--- src/rtl/link_framer_pkg.sv ---
// Shared constants for the 64b/66b transmit framer
package link_framer_pkg;
  localparam int BLOCK_BITS = 64;
  localparam int LINE_BITS = 66;
  localparam int HDR_BITS = 2;
  localparam int OCTET_BITS = 8;
  localparam int BLOCKS_PER_MB = 32;
  localparam int IDX_BITS = 5;
  localparam int EMB_BITS = 8;
  localparam int STREAM_BITS = 32;
  localparam int CRC_BITS = 12;
  localparam int FEC_BITS = 26;
  localparam int SCR_BITS = 58;
  // Scrambler taps 1 + x^39 + x^58, as zero-based state indices
  localparam int SCR_TAP_A = 38;
  localparam int SCR_TAP_B = 57;
  // Generator in short form (implicit +1), expanded to low-order taps
  localparam logic [11:0] CRC_POLY_SHORT = 12'h987;
  localparam logic [11:0] CRC_POLY_LOW = {CRC_POLY_SHORT[10:0], 1'b1};
  localparam logic [25:0] FEC_POLY_LOW = 26'h0220211;
  // Header stream mode codes
  localparam logic [1:0] MODE_CRC12 = 2'h0;
  localparam logic [1:0] MODE_FEC = 2'h2;
  // Header stream positions
  localparam logic [4:0] POS_EEMB = 5'h16;
  localparam logic [4:0] POS_LAST = 5'h1F;
  localparam logic [4:0] POS_MULTIBLOCK_END_PATTERN_FIRST = 5'h1B;
  // Fixed ones of CRC mode at 3,7,11,15,19,21,23,31
  localparam logic [31:0] CRC_ONES_MASK = 32'h80A88888;
  // Command bit positions of CRC mode at 16,17,18,20,24,25,26
  localparam logic [31:0] CMD_MASK = 32'h07170000;
  // Sync header values: 01 carries one, 10 carries zero (bit 0 first)
  localparam logic [1:0] HDR_ONE = 2'h2;
  localparam logic [1:0] HDR_ZERO = 2'h1;
endpackage

--- src/rtl/block_scrambler.sv ---
// Self-synchronous 64-bit block scrambler, first line bit in bit 63
`timescale 1ns/10ps
`default_nettype none
module block_scrambler (
  // Clock and reset
  input wire logic clk_in,
  input wire logic rst_n_in,
  // Block in, scrambled block out
  input wire logic step_in,
  input wire logic [link_framer_pkg::BLOCK_BITS-1:0] data_in,
  output logic [link_framer_pkg::BLOCK_BITS-1:0] scr_out
);
  logic [link_framer_pkg::SCR_BITS-1:0] state_reg;
  logic [link_framer_pkg::SCR_BITS-1:0] state_next;

  // Bit-serial recurrence unrolled over the block, oldest bit first
  always_comb begin
    logic [link_framer_pkg::SCR_BITS-1:0] st;
    logic b;
    st = state_reg;
    b = 1'b0;
    scr_out = '0;
    for (int i = link_framer_pkg::BLOCK_BITS - 1; i >= 0; i--) begin
      b = data_in[i] ^ st[link_framer_pkg::SCR_TAP_A] ^ st[link_framer_pkg::SCR_TAP_B];
      scr_out[i] = b;
      st = {st[link_framer_pkg::SCR_BITS-2:0], b};
    end
    state_next = st;
  end

  // State moves only when a block is taken
  always_ff @(posedge clk_in or negedge rst_n_in) begin
    if (!rst_n_in) begin
      state_reg <= '0;
    end else if (step_in) begin
      state_reg <= state_next;
    end
  end
endmodule
`default_nettype wire

--- src/rtl/parity_lfsr.sv ---
// Block-wide parity shift register for CRC and FEC words
`timescale 1ns/10ps
`default_nettype none
module parity_lfsr #(
  parameter int WIDTH = 12,
  parameter logic [WIDTH-1:0] POLY = '0
) (
  // Clock and reset
  input wire logic clk_in,
  input wire logic rst_n_in,
  // One block per step; first restarts from zero
  input wire logic step_in,
  input wire logic first_in,
  input wire logic [link_framer_pkg::BLOCK_BITS-1:0] data_in,
  output logic [WIDTH-1:0] parity_out
);
  // Divide 64 bits into the running remainder, oldest bit first
  function automatic logic [WIDTH-1:0] advance(input logic [WIDTH-1:0] seed,
                                              input logic [link_framer_pkg::BLOCK_BITS-1:0] d);
    logic [WIDTH-1:0] st;
    logic fb;
    st = seed;
    for (int i = link_framer_pkg::BLOCK_BITS - 1; i >= 0; i--) begin
      fb = st[WIDTH-1] ^ d[i];
      st = {st[WIDTH-2:0], 1'b0} ^ (fb ? POLY : '0);
    end
    return st;
  endfunction

  always_ff @(posedge clk_in or negedge rst_n_in) begin
    if (!rst_n_in) begin
      parity_out <= '0;
    end else if (step_in) begin
      parity_out <= advance(first_in ? '0 : parity_out, data_in);
    end
  end
endmodule
`default_nettype wire

--- src/rtl/link_framer.sv ---
// 64b/66b transmit framer: blocks, multiblocks, header stream, parity
`timescale 1ns/10ps
`default_nettype none
module link_framer #(
  parameter int EMB_W = link_framer_pkg::EMB_BITS
) (
  // Clock and reset
  input wire logic clk_in,
  input wire logic rst_n_in,
  // Transport side: one 64-bit block per valid cycle, octet 0 in bits 63:56
  input wire logic block_valid_in,
  input wire logic [link_framer_pkg::BLOCK_BITS-1:0] block_data_in,
  // Configuration levels
  input wire logic [1:0] header_stream_mode_select_in,
  input wire logic [EMB_W-1:0] emb_count_in,
  // System reference pin, asynchronous
  input wire logic sysref_in,
  // Line side: 66-bit block, bit 0 sent first
  output logic line_valid_out,
  output logic [link_framer_pkg::LINE_BITS-1:0] line_block_out,
  output logic local_extended_block_clock_out,
  output logic extended_block_end_flag_out
);
  logic sref_s1_reg;
  logic sref_s2_reg;
  logic sref_s3_reg;
  logic sref_level_reg;
  logic sref_rise;
  logic sref_pending_reg;
  logic [link_framer_pkg::IDX_BITS-1:0] blk_idx_reg;
  logic [EMB_W-1:0] mb_idx_reg;
  logic [EMB_W-1:0] emb_last;
  logic [1:0] mode_reg;
  logic [1:0] mode_now;
  logic [link_framer_pkg::BLOCK_BITS-1:0] scr_word;
  logic [link_framer_pkg::CRC_BITS-1:0] crc_par;
  logic [link_framer_pkg::FEC_BITS-1:0] fec_par;
  logic [link_framer_pkg::CRC_BITS-1:0] crc_hold_reg;
  logic [link_framer_pkg::FEC_BITS-1:0] fec_hold_reg;
  logic [link_framer_pkg::CRC_BITS-1:0] crc_use;
  logic [link_framer_pkg::FEC_BITS-1:0] fec_use;
  logic first_blk;
  logic last_mb;
  logic [link_framer_pkg::STREAM_BITS-1:0] stream_word;
  logic stream_bit;
  logic [link_framer_pkg::IDX_BITS-1:0] out_idx_reg;
  logic [1:0] out_mode_reg;

  // Stream word for one multiblock; index equals stream bit position
  // CRC-12 or FEC only, no command channel
  function automatic logic [link_framer_pkg::STREAM_BITS-1:0] build_stream(
      input logic [1:0] mode, input logic [link_framer_pkg::CRC_BITS-1:0] crc,
      input logic [link_framer_pkg::FEC_BITS-1:0] fec, input logic eemb);
    logic [link_framer_pkg::STREAM_BITS-1:0] w;
    w = '0;
    if (mode == link_framer_pkg::MODE_FEC) begin
      for (int i = 0; i < 22; i++) begin
        w[i] = fec[25 - i];
      end
      w[23] = fec[3];
      w[24] = fec[2];
      w[25] = fec[1];
      w[26] = fec[0];
    end else begin
      w = link_framer_pkg::CRC_ONES_MASK;
      w[0] = crc[11];
      w[1] = crc[10];
      w[2] = crc[9];
      w[4] = crc[8];
      w[5] = crc[7];
      w[6] = crc[6];
      w[8] = crc[5];
      w[9] = crc[4];
      w[10] = crc[3];
      w[12] = crc[2];
      w[13] = crc[1];
      w[14] = crc[0];
      w = w & ~link_framer_pkg::CMD_MASK;
    end
    w[30:27] = 4'h0;
    w[link_framer_pkg::POS_LAST] = 1'b1;
    w[link_framer_pkg::POS_EEMB] = eemb;
    return w;
  endfunction

  // Scrambled word into line positions 2..65, first line bit = bit 63
  function automatic logic [link_framer_pkg::BLOCK_BITS-1:0] to_line(
      input logic [link_framer_pkg::BLOCK_BITS-1:0] s);
    logic [link_framer_pkg::BLOCK_BITS-1:0] r;
    r = '0;
    for (int i = 0; i < link_framer_pkg::BLOCK_BITS; i++) begin
      r[i] = s[link_framer_pkg::BLOCK_BITS - 1 - i];
    end
    return r;
  endfunction

  // Three-stage reference synchroniser; stage one feeds stage two only
  always_ff @(posedge clk_in or negedge rst_n_in) begin
    if (!rst_n_in) begin
      sref_s1_reg <= 1'b0;
      sref_s2_reg <= 1'b0;
      sref_s3_reg <= 1'b0;
      sref_level_reg <= 1'b0;
    end else begin
      sref_s1_reg <= sysref_in;
      sref_s2_reg <= sref_s1_reg;
      sref_s3_reg <= sref_s2_reg;
      if (sref_s2_reg == sref_s3_reg) begin
        sref_level_reg <= sref_s3_reg;
      end
    end
  end

  assign sref_rise = (sref_s2_reg == sref_s3_reg) && sref_s3_reg && !sref_level_reg;

  // Reference edge waits for the next block so none is lost between blocks
  always_ff @(posedge clk_in or negedge rst_n_in) begin
    if (!rst_n_in) begin
      sref_pending_reg <= 1'b0;
    end else if (sref_rise) begin
      sref_pending_reg <= 1'b1;
    end else if (block_valid_in) begin
      sref_pending_reg <= 1'b0;
    end
  end

  // E of zero behaves as one
  assign emb_last = (emb_count_in == '0) ? '0 : emb_count_in - EMB_W'(1);
  // a pending reference forces phase zero
  assign first_blk = sref_pending_reg || (blk_idx_reg == '0);
  assign last_mb = sref_pending_reg ? (emb_last == '0) : (mb_idx_reg >= emb_last);
  // Mode is sampled at a multiblock start so one word never mixes layouts
  assign mode_now = first_blk ? header_stream_mode_select_in : mode_reg;

  always_ff @(posedge clk_in or negedge rst_n_in) begin
    if (!rst_n_in) begin
      blk_idx_reg <= '0;
      mb_idx_reg <= '0;
      mode_reg <= link_framer_pkg::MODE_CRC12;
    end else if (block_valid_in) begin
      mode_reg <= mode_now;
      if (sref_pending_reg) begin
        blk_idx_reg <= link_framer_pkg::IDX_BITS'(1);
        mb_idx_reg <= '0;
      end else begin
        blk_idx_reg <= blk_idx_reg + link_framer_pkg::IDX_BITS'(1);
        if (blk_idx_reg == link_framer_pkg::POS_LAST) begin
          mb_idx_reg <= (mb_idx_reg >= emb_last) ? '0 : mb_idx_reg + EMB_W'(1);
        end
      end
    end
  end

  // scramble before the header is added
  block_scrambler u_scr (
    .clk_in(clk_in),
    .rst_n_in(rst_n_in),
    .step_in(block_valid_in),
    .data_in(block_data_in),
    .scr_out(scr_word)
  );

  parity_lfsr #(.WIDTH(link_framer_pkg::CRC_BITS), .POLY(link_framer_pkg::CRC_POLY_LOW)) u_crc (
    .clk_in(clk_in),
    .rst_n_in(rst_n_in),
    .step_in(block_valid_in),
    .first_in(first_blk),
    .data_in(scr_word),
    .parity_out(crc_par)
  );

  parity_lfsr #(.WIDTH(link_framer_pkg::FEC_BITS), .POLY(link_framer_pkg::FEC_POLY_LOW)) u_fec (
    .clk_in(clk_in),
    .rst_n_in(rst_n_in),
    .step_in(block_valid_in),
    .first_in(first_blk),
    .data_in(scr_word),
    .parity_out(fec_par)
  );

  // previous multiblock's parity held for this one's stream
  always_ff @(posedge clk_in or negedge rst_n_in) begin
    if (!rst_n_in) begin
      crc_hold_reg <= '0;
      fec_hold_reg <= '0;
    end else if (block_valid_in && first_blk) begin
      crc_hold_reg <= crc_par;
      fec_hold_reg <= fec_par;
    end
  end

  assign crc_use = first_blk ? crc_par : crc_hold_reg;
  assign fec_use = first_blk ? fec_par : fec_hold_reg;
  assign stream_word = build_stream(mode_now, crc_use, fec_use, last_mb);
  assign stream_bit = stream_word[sref_pending_reg ? '0 : blk_idx_reg];

  // line block assembly; header is 01 or 10 by bit
  always_ff @(posedge clk_in or negedge rst_n_in) begin
    if (!rst_n_in) begin
      line_valid_out <= 1'b0;
      line_block_out <= '0;
    end else begin
      line_valid_out <= block_valid_in;
      if (block_valid_in) begin
        line_block_out <= {to_line(scr_word),
                           stream_bit ? link_framer_pkg::HDR_ONE : link_framer_pkg::HDR_ZERO};
      end
    end
  end

  // extended multiblock clock pulse and end flag, aligned to the block
  always_ff @(posedge clk_in or negedge rst_n_in) begin
    if (!rst_n_in) begin
      local_extended_block_clock_out <= 1'b0;
      extended_block_end_flag_out <= 1'b0;
      out_idx_reg <= '0;
      out_mode_reg <= link_framer_pkg::MODE_CRC12;
    end else begin
      local_extended_block_clock_out <= block_valid_in && first_blk &&
                                        (sref_pending_reg || mb_idx_reg == '0);
      if (block_valid_in) begin
        extended_block_end_flag_out <= last_mb;
        out_idx_reg <= sref_pending_reg ? '0 : blk_idx_reg;
        out_mode_reg <= mode_now;
      end
    end
  end
endmodule
`default_nettype wire

--- config.mk ---
export PLATFORM = sky130hd
export DESIGN_NAME = link_framer
export DESIGN_NICKNAME = d
export VERILOG_FILES = /design/src/rtl/link_framer_pkg.sv /design/src/rtl/block_scrambler.sv /design/src/rtl/parity_lfsr.sv /design/src/rtl/link_framer.sv
export SDC_FILE = /design/constraint.sdc
export NUM_CORES = 1
export LEC_CHECK = 0
export BUFFER_PORTS_ARGS = -buffer_cell sky130_fd_sc_hd__buf_2
export CORE_MARGIN = 2
export CORE_UTILIZATION = 30
export CTS_BUF_LIST = sky130_fd_sc_hd__clkbuf_16
export DETAILED_ROUTE_END_ITERATION = 12
export PLACE_DENSITY = 0.46
export SLEW_MARGIN = 20
export SYNTH_ARGS = -nofsm -noshare
export SYNTH_HDL_FRONTEND = slang
export SYNTH_HIERARCHICAL = 1
export SYNTH_SLANG_ARGS = --single-unit
--- constraint.sdc ---
create_clock -name clk_in -period 7.55 [get_ports clk_in]
set_clock_uncertainty 0.15 [all_clocks]
set_input_delay 1.1325 -clock clk_in [delete_from_list [all_inputs] [get_ports clk_in]]
set_output_delay 1.1325 -clock clk_in [all_outputs]
set_load 0.005 [all_outputs]
## Word-level counts from Yosys, hierarchy flattened

Index checks and enable logic that the tools add are counted.

- Word-level logic and storage cells: 570
- Bits of input ports: 78
- Register bits after elaboration: 223

- Reduce and logical (&&, ||, !) cells: 14
- Eq/ne operators: 3
- Bitwise operators: 384
- Add/sub/neg operators: 3
- Order comparisons: 2
- Muxes and demuxes: 147

Operators with widths:

| operator | number |
|---|---|
| 26-bit XOR | 64 |
| 22-bit two-way mux | 65 |
| 12-bit XOR | 64 |
| 10-bit two-way mux | 64 |
| 1-bit XOR | 256 |
| 26-bit two-way mux | 2 |
| 8-bit two-way mux | 4 |
| 8-bit zero test | 3 |
| 12-bit two-way mux | 2 |
| 5-bit two-way mux | 2 |
| 8-bit by 1-bit adder with 8-bit output, second input constant | 1 |
| 8-bit >= comparator | 1 |
| 8-bit by 1-bit subtractor with 8-bit output, second input constant | 1 |
| 5-bit by 6-bit < comparator with 1-bit output, second input constant | 1 |
| 5-bit by 1-bit adder with 5-bit output, second input constant | 1 |
| 1-bit binary-select mux with 5-bit select | 1 |
| 5-bit == test, second input constant | 1 |
| 5-bit zero test | 1 |
| 1-bit logical AND | 4 |
| 1-bit two-way mux | 4 |
| 2-bit two-way mux | 2 |
| 4-bit two-way mux | 1 |
| 2-bit nonzero test | 2 |
| 2-bit == test, second input constant | 1 |
| other kinds (4) | 5 |

## Longest topological paths before layout

Gate-level depths: netlist of run 1.

- Depth after elaboration: 195
- Mapped depth: 24
- Mapped depth without buffers: 22

## Hierarchy

Netlist of run 1, hierarchy kept.

By module, submodules not included:

| module | cells an instance | area an instance (um^2) | instances |
|---|---|---|---|
| link_framer | 503 | 6150.9 | 1 |
| parity_lfsr (u_crc) | 358 | 4938.5 | 1 |
| parity_lfsr (u_fec) | 307 | 3847.4 | 1 |
| block_scrambler | 231 | 3518.4 | 1 |

## Worst setup path before layout of run 1

No wires, ideal clock.

- Path type: input port to flip-flop
- From: in block_data_in[62] in the netlist's numbering
- To: reg u_crc.parity_out[2]
- Setup slack: -0.369 ns
- Path buffers: 0
- Library setup time: 0.125 ns
- Required time: 7.275 ns
- Data arrival time: 7.645 ns
- Cell stages on the path: 18
- Path through: xnor2_2 xnor2_1 xor2_2 xor2_2 xnor2_1 xnor2_4 xnor3_2 xor3_1 xor2_2 xor3_2 xor3_1 xnor3_1 xnor3_2 xnor2_4 xnor3_1 xnor3_2 xnor2_1 mux2_2

- Word-level cells in the longest chain between the ends: 107
- Elaborated cells on any way between the ends: 188
- Those cells by class: mux (60); bitwise (128)

RTL lines:

| item | RTL line | source |
|---|---|---|
| from (decl) | link_framer.sv:12 | `input wire logic [link_framer_pkg::BLOCK_BITS-1:0] block_data_in,` |
| 1-bit XOR * (2 in a row) | block_scrambler.sv:24 | `b = data_in[i] ^ st[link_framer_pkg::SCR_TAP_A] ^ st[link_framer_pkg::SCR_TAP_B];` |
| named net scr_word (one bit) | link_framer.sv:35 | `logic [link_framer_pkg::BLOCK_BITS-1:0] scr_word;` |
| 1-bit XOR | parity_lfsr.sv:24 | `fb = st[WIDTH-1] ^ d[i];` |
| 10-bit two-way mux | parity_lfsr.sv:25 | `st = {st[WIDTH-2:0], 1'b0} ^ (fb ? POLY : '0);` |
| 12-bit XOR (3 in a row) | parity_lfsr.sv:25 |  |
| 1-bit XOR or 12-bit XOR (tied branches) | parity_lfsr.sv:24, parity_lfsr.sv:25 |  |
| 10-bit two-way mux or 1-bit XOR (tied branches) | parity_lfsr.sv:25, parity_lfsr.sv:24 |  |
| 12-bit XOR or 10-bit two-way mux (tied branches) | parity_lfsr.sv:25 |  |
| (+86 left out) | - |  |
| 12-bit XOR | parity_lfsr.sv:25 |  |
| 1-bit XOR or 12-bit XOR (tied branches) | parity_lfsr.sv:24, parity_lfsr.sv:25 |  |
| 10-bit two-way mux, or another cell as far along | parity_lfsr.sv:25 |  |
| 12-bit XOR, or another cell as far along | parity_lfsr.sv:25 |  |
| 12-bit XOR * (2 in a row) | parity_lfsr.sv:25 |  |
| 1-bit XOR or 12-bit XOR (tied branches) | parity_lfsr.sv:24, parity_lfsr.sv:25 |  |
| 10-bit two-way mux, or another cell as far along | parity_lfsr.sv:25 |  |
| 12-bit XOR * (3 in a row) | parity_lfsr.sv:25 |  |
| to (signal assigned) | parity_lfsr.sv:34 | `parity_out <= advance(first_in ? '0 : parity_out, data_in);` |
| to (decl) | parity_lfsr.sv:15 | `output logic [WIDTH-1:0] parity_out` |

Mark *: on every way through the listed nets, which the timed path passes. The rest lies on a longest branch.
A chain may end at the register's enable or synchronous reset.

## Worst setup path in the final report of run 1

- From: in block_data_in[63] in the netlist's numbering
- To: reg u_crc.parity_out[9]

- Word-level cells in the longest chain between the ends: 110
- Elaborated cells on any way between the ends: 189
- Those cells by class: mux (60); bitwise (129)

RTL lines:

| item | RTL line |
|---|---|
| 1-bit XOR * (2 in a row) | block_scrambler.sv:24 |
| named net scr_word (one bit) | link_framer.sv:35 |
| 1-bit XOR | parity_lfsr.sv:24 |
| 10-bit two-way mux | parity_lfsr.sv:25 |
| 12-bit XOR (3 in a row) | parity_lfsr.sv:25 |
| 1-bit XOR | parity_lfsr.sv:24 |
| 10-bit two-way mux | parity_lfsr.sv:25 |
| 12-bit XOR (3 in a row) | parity_lfsr.sv:25 |
| (+87 left out) | - |
| 12-bit XOR | parity_lfsr.sv:25 |
| 12-bit XOR * (2 in a row) | parity_lfsr.sv:25 |
| 1-bit XOR | parity_lfsr.sv:24 |
| 10-bit two-way mux | parity_lfsr.sv:25 |
| 12-bit XOR * (3 in a row) | parity_lfsr.sv:25 |
| 1-bit XOR | parity_lfsr.sv:24 |
| 10-bit two-way mux | parity_lfsr.sv:25 |
| 12-bit XOR * | parity_lfsr.sv:25 |

Marks and branches as above.

==> metrics.txt, run 1 <==
status=finished, final reports clean; first drt pass iteration count=4; number of sinks on the clock net=223; post-detail-place hpwl=48400 µm; capture endpoint of the worst hold path=sref_s2_reg$_DFF_PN0_; Layout Nets=1837; worst setup path class=input pin to flip-flop; aggregate global routing overflow=0; placed cell count=2494; endpoint of the worst-slack reg-to-reg timing path=u_crc/parity_out[9]$_DFFE_PN0P_; Post-Route WL=61900 µm; largest stage delay on the critical path=510 ps; Clk Latency, worst-skew pair=580 ps; Most used DFF post-synth=sky130_fd_sc_hd__dfrtp_1; Synth async-reset ratio=100%; Largest register FFs=66; CP max-delay cell=sky130_fd_sc_hd__xnor3_1; library cells used by synthesis=72; Synth top area share=30.2%; number of DRC violations after detailed routing=0; Avg WL per Cell=24.3 µm; WP data required=7840 ps; Largest delay share family, worst path=XOR/XNOR gates; number of vias in the routed layout=11969; netlist area before placement=18500 µm²; worst path cell trace=buf_2 > xnor2_2 > buf_4 > xnor2_4 > xor2_2 > xor2_2 > xnor3_1 > xnor2_2 > buf_4 > xnor2_1 > xor3_1 > buf_4 > xnor2_1 > xnor3_1 > buf_4 > xnor2_1 > xor2_1 > xnor3_1 > xor3_1 > xnor3_1 > xnor3_2 > xnor2_1 > mux2_2; count of buffer and inverter cells on the critical path=5; actual slew at the worst max-slew pin=1130 ps; number of cells in the finished layout apart from fillers=2550; Post-CTS Repair Setup Buffers=0; minimum period implied by the final worst setup slack=7260 ps; largest net degree at the start of global routing=143; die area=63500 µm²; number of max-cap violations=0; synthesized instance count=1399; FF-to-FF setup slack=340 ps; wire length of the first global-routing pass=89700 µm; CTS H-tree lvls=1; via count of the first global-routing pass=12454; path depth of the worst reg2reg path=25; register bit total from synthesis=223; register clock-pin slew on the reported worst setup and hold paths=50 ps; critical path arrival=7560 ps; Die Width=252 µm; kind of launch point of the worst setup path=input pin; routability cong.=0.887; cell type with the largest total area after synthesis=sky130_fd_sc_hd__dfrtp_1; number of enable-type register cells in the synthesized netlist=0; area of the core=60600 µm²; highest clock rate=138 MHz; number of failing hold endpoints at the final stage=0; commonest cells in the netlist=sky130_fd_sc_hd__xnor2_1, sky130_fd_sc_hd__dfrtp_1, sky130_fd_sc_hd__mux2_2; Die Span Y=252 µm; number of violations reported at the end of detailed-routing iteration 0=769; reg-to-reg startpoint=blk_idx_reg[0]$_DFFE_PN0P_; Max Root-Sink Buffers=3; GRT Util Overall=19.6%; max-slew violation total from the final report=0; Yosys Warn Count=6; Placement Rows=90; Setup violations, final=0; worst hold start=sref_s1_reg$_DFF_PN0_; post-synthesis sequential area ratio=30.2%; portion of the clock cycle consumed by the worst path in the final layout=96.2%; cell types occupying the most area after synthesis=sky130_fd_sc_hd__dfrtp_1, sky130_fd_sc_hd__xnor3_1, sky130_fd_sc_hd__xnor2_1, sky130_fd_sc_hd__mux2_2, sky130_fd_sc_hd__xor2_1; Post-Synthesis Net Count=1492; Avg Vias per Cell=4.69; cell at the root of the clock tree=sky130_fd_sc_hd__clkbuf_16; TritonCTS clock tree=done; Hold Path Depth=0; antenna violations before repair=9; headroom to the max-slew limit=24.2%; share of post-route cells with drive strength above 1=39.2%; maximum fanout along the worst path=5; layout overhead on the synthesized area=23.2%; Worst Setup End Kind=flip-flop; post-route antenna net violation count=0; initial core utilization=30.5%; cell with the most instances after synthesis=sky130_fd_sc_hd__xnor2_1; syn avg cell area=13.2 µm²; # IOs=147; Port Buffer Count=146; Min-Delay Path Class=flip-flop to flip-flop; TritonCTS buffer count=30
routing by layer:
layer / track usage (%) / vias to the layer above / wire (µm)
met5: 0 / - / 7
li1: - / 5527 / -
met2: 31.2 / 283 / 28300
met4: 4.77 / 2 / 1510
met1: 27.9 / 6080 / 28600
met3: 2.96 / 77 / 3390
through the flow:
step                      hold WS (ps)  instance area [µm²]  setup slack (ps)  setup TNS (ps)  util (%)
after floorplan                    181                18600              8.49               0         -
after global placement             191                21700              -247           -1520      35.9
after detailed placement           189                21700              -243           -1430      35.9
after CTS                          201                22700              64.6               0      37.4
after global routing               213                22700           -0.0684         -0.0684      37.5
final                              196                22700               288               0      37.5
area by class of cell:
class / instances / area (µm²)
antenna: 2 / 5.00
clock buffer: 31 / 776
clock inverter: 23 / 158
fill: 5898 / 37800
inverter: 15 / 58.8
multi-input combinational: 1117 / 12800
sequential: 223 / 5580
tap: 782 / 978
timing repair buffer: 357 / 2350
repair_timing:
item	CTS	global route
gates resized for setup	0	9
hold buffers	0	0
endpoints found under the setup margin	0	10
worst register-to-register path, delay by kind of cell (launching register included):
kind / cells / cell delay, ps
XOR/XNOR: 15 / 4720
buffers and inverters: 5 / 720
AND/OR/NAND/NOR: 3 / 670
flip-flops: 1 / 340
multiplexers: 1 / 270
adder cells (fa/ha/maj): 1 / 220
kinds of logic (layout without fill, tap and decap cells):
logic type                 Yosys count  in the layout  synth area share (%)
muxes                              209            209                  12.9
adders and majority gates           15             15                  1.02
and+or+nand+nor                    167            167                  4.77
other                                0              2                     0
DFF                                223            223                  30.2
xor gates and xnor gates           645            645                  46.5
AOI/OAI and AO/OA                   81             81                  3.08
buffers and inverters               59            426                  1.42
cells in the final DEF, fill, tap and decap left out, drive strengths merged, types with 5 or more instances in the layout:
cell | synthesis | final
buf | 27 | 356
xnor2 | 341 | 341
dfrtp | 223 | 223
mux2 | 197 | 197
xnor3 | 132 | 132
xor2 | 122 | 122
xor3 | 50 | 50
nor2 | 47 | 47
clkbuf | 17 | 32
nand2 | 31 | 31
nor2b | 27 | 27
o21ai | 24 | 24
inv | 14 | 21
a21oi | 17 | 17
nand3 | 17 | 17
ha | 15 | 15
clkinv | 1 | 14
nor3 | 13 | 13
mux2i | 9 | 9
nand2b | 8 | 8
a211oi | 6 | 6
a2111oi | 5 | 5
worst max-delay path by stage:
stage	startpoint	to	slack [ps]	depth (start not counted)
6_report	block_data_in[63]	u_crc/parity_out[9]$_DFFE_PN0P_	290	23
5_1_grt	blk_idx_reg[0]$_DFFE_PN0P_	u_crc/parity_out[9]$_DFFE_PN0P_	-0.07	21
4_1_cts	blk_idx_reg[0]$_DFFE_PN0P_	u_crc/parity_out[9]$_DFFE_PN0P_	60	21
3_5_place_dp	block_data_in[63]	u_crc/parity_out[9]$_DFFE_PN0P_	-240	23
3_3_place_gp	block_data_in[63]	u_crc/parity_out[2]$_DFFE_PN0P_	-250	24
2_1_floorplan	block_data_in[49]	u_crc/parity_out[2]$_DFFE_PN0P_	8	18
Power of run 1 is not shown: default switching activity piles up to over one toggle a cycle in this logic, so the estimate is an artifact.
==> inputs of run 2 (changes only) <==
RECOVER_POWER = 50   (was unset)
==> run 2 against run 1 <==
  * The run now ends with max-capacitance violations, max-slew violations left
  * Setup slack better by 20 ps
  * Fmax up 0.28%
  * Cell area shrank 0.13%
  * Critical path depth shrank 3
  * Critical path type unchanged
  * Largest cell class unchanged
==> metrics.txt, run 2 (synthesis gave the netlist of run 1 again) <==
fraction of the core area covered by cells at the end of the flow=37.5% (-0.048 points); Max Root-Sink Buffers=3 (unchanged); Die Span Y=252 µm (unchanged); Port Buffer Count=146 (unchanged); maximum fanout along the worst path=3 (-2); post-detail-place hpwl=48400 µm (unchanged); die area=63500 µm² (unchanged); Avg WL per Cell=24.3 µm (+0.16%); most frequent cell on the critical path=sky130_fd_sc_hd__xnor3_1; kind of launch point of the worst setup path=input pin; number of vias in the routed layout=11986 (+0.14%); Setup violations, final=0 (unchanged); initial core utilization=30.5% (unchanged); critical path arrival=7540 ps (-20 ps); antenna violations before repair=9 (unchanged); # IOs=147 (unchanged); minimum period implied by the final worst setup slack=7240 ps (-20.0 ps); Layout Nets=1837 (unchanged); wire length of the first global-routing pass=89700 µm (unchanged); highest-count cells in the layout ignoring fill and taps=sky130_fd_sc_hd__xnor2_1, sky130_fd_sc_hd__dfrtp_1, sky130_fd_sc_hd__buf_4; routability cong.=0.887 (unchanged); Min-Delay Path Class=flip-flop to flip-flop; worst setup path class=input pin to flip-flop; number of max-cap violations=2 (+2); number of sinks on the clock net=223 (unchanged); post-route antenna net violation count=0 (unchanged); wire length on met2=28400 µm (+0.13%); worst path cell trace=buf_2 > xor3_2 > xnor2_2 > buf_4 > xor2_2 > xor2_1 > xor3_1 > xor2_1 > xnor3_1 > xnor2_1 > xor3_1 > xnor3_1 > xor3_2 > xnor3_1 > xnor2_1 > xor3_1 > xnor3_1 > xnor3_2 > xnor2_1 > mux2_2; headroom to the max-slew limit=-227% (-250 points); WP data required=7850 ps (about the same); CP max-delay cell=sky130_fd_sc_hd__xor3_1; largest stage delay on the critical path=540 ps (+30 ps); failing checks=max-capacitance violations, max-slew violations; Placement Rows=90 (unchanged); number of DRC violations after detailed routing=0 (unchanged); Worst Setup End Kind=flip-flop; layout overhead on the synthesized area=23.0%; via count of the first global-routing pass=12454 (unchanged); Resized cells post-CTS=0 (unchanged); Post-Route WL=61900 µm (+0.12%); Avg Vias per Cell=4.70 (+0.18%); TritonCTS buffer count=30 (unchanged); actual slew at the worst max-slew pin=4900 ps (+3760 ps); TritonCTS clock tree=done; number of failing hold endpoints at the final stage=0 (unchanged); register clock-pin slew on the reported worst setup and hold paths=50 ps (about the same); GRT Util Overall=19.6% (unchanged); portion of the clock cycle consumed by the worst path in the final layout=95.9% (-0.27 points); number of violations reported at the end of detailed-routing iteration 0=780 (+1.4%); Post-CTS Repair Setup Buffers=0 (unchanged); most frequent standard cell in the layout excluding fill and tap cells=sky130_fd_sc_hd__xnor2_1; highest clock rate=138 MHz (+0.28%); area of the core=60600 µm² (unchanged); hold buffer count at cts=0 (unchanged); count of buffer and inverter cells on the critical path=2 (-3); largest net degree at the start of global routing=143 (unchanged); Largest delay share family, worst path=XOR/XNOR gates; Largest register FFs=66 (unchanged); met1 wire length=29000 µm (+1.3%); aggregate global routing overflow=0 (unchanged); Clk Latency, worst-skew pair=580 ps (about the same); first drt pass iteration count=5 (+1); highest routed layer=met5; metal3 WL=3000 µm (-12%); hold slack final=196 ps (+0.00800 ps); cell at the root of the clock tree=sky130_fd_sc_hd__clkbuf_16; status=finished, violations left; share of post-route cells with drive strength above 1=39.0% (-0.23 points); CTS H-tree lvls=1 (unchanged); Die Width=252 µm (unchanged); max-slew violation total from the final report=154 (+154)
-- run 2: cell types whose count changed in the layout (fill, tap and decap cells not counted), sizes merged --
| cell | before | now |
|---|---|---|
| buf | 356 | 353 |
| clkbuf | 32 | 35 |
| diode | 2 | 1 |
-- run 2: layer usage --
layer,vias to the layer above,track usage [%]
li1,5526,-
met1,6081,27.9
met2,296,31.2
met3,81,2.96
met4,2,4.77
met5,-,0
-- run 2: cell type report --
type                    instances  area [µm²]
clock inverters                23         158
repair buffers                357        2320
multi-input cells            1117       12800
flip-flops and latches        223        5580
inverters                      15        58.8
clock buffers                  31         776
fillers                      5903       37900
diodes                          1        2.50
well taps                     782         978
-- run 2: worst paths after layout --
check	to	slack (ps)	cells past startpoint	from
setup / recovery	u_crc/parity_out[9]$_DFFE_PN0P_	310	20	block_data_in[49]
hold / removal	sref_s2_reg$_DFF_PN0_	200	0	sref_s1_reg$_DFF_PN0_
setup reg to reg	u_crc/parity_out[9]$_DFFE_PN0P_	340	25	blk_idx_reg[0]$_DFFE_PN0P_
hold reg to reg	sref_s2_reg$_DFF_PN0_	200	0	sref_s1_reg$_DFF_PN0_
max in group asynchronous	u_fec/parity_out[13]$_DFFE_PN0P_	2320	1	rst_n_in
min in group asynchronous	line_block_out[41]$_DFFE_PN0P_	2160	1	rst_n_in
-- run 2: per-stage QoR --
step,setup WS [ps],TNS (ps),area (µm²),std cells
finish,308,0,22700,2549
global placement,-247,-1520,21700,2494
global route,-0.0684,-0.0684,22700,2548
detailed placement,-243,-1430,21700,2494
floorplan,8.49,0,18600,1399
CTS,64.6,0,22700,2548
Power of run 2 is left out for the same reason.
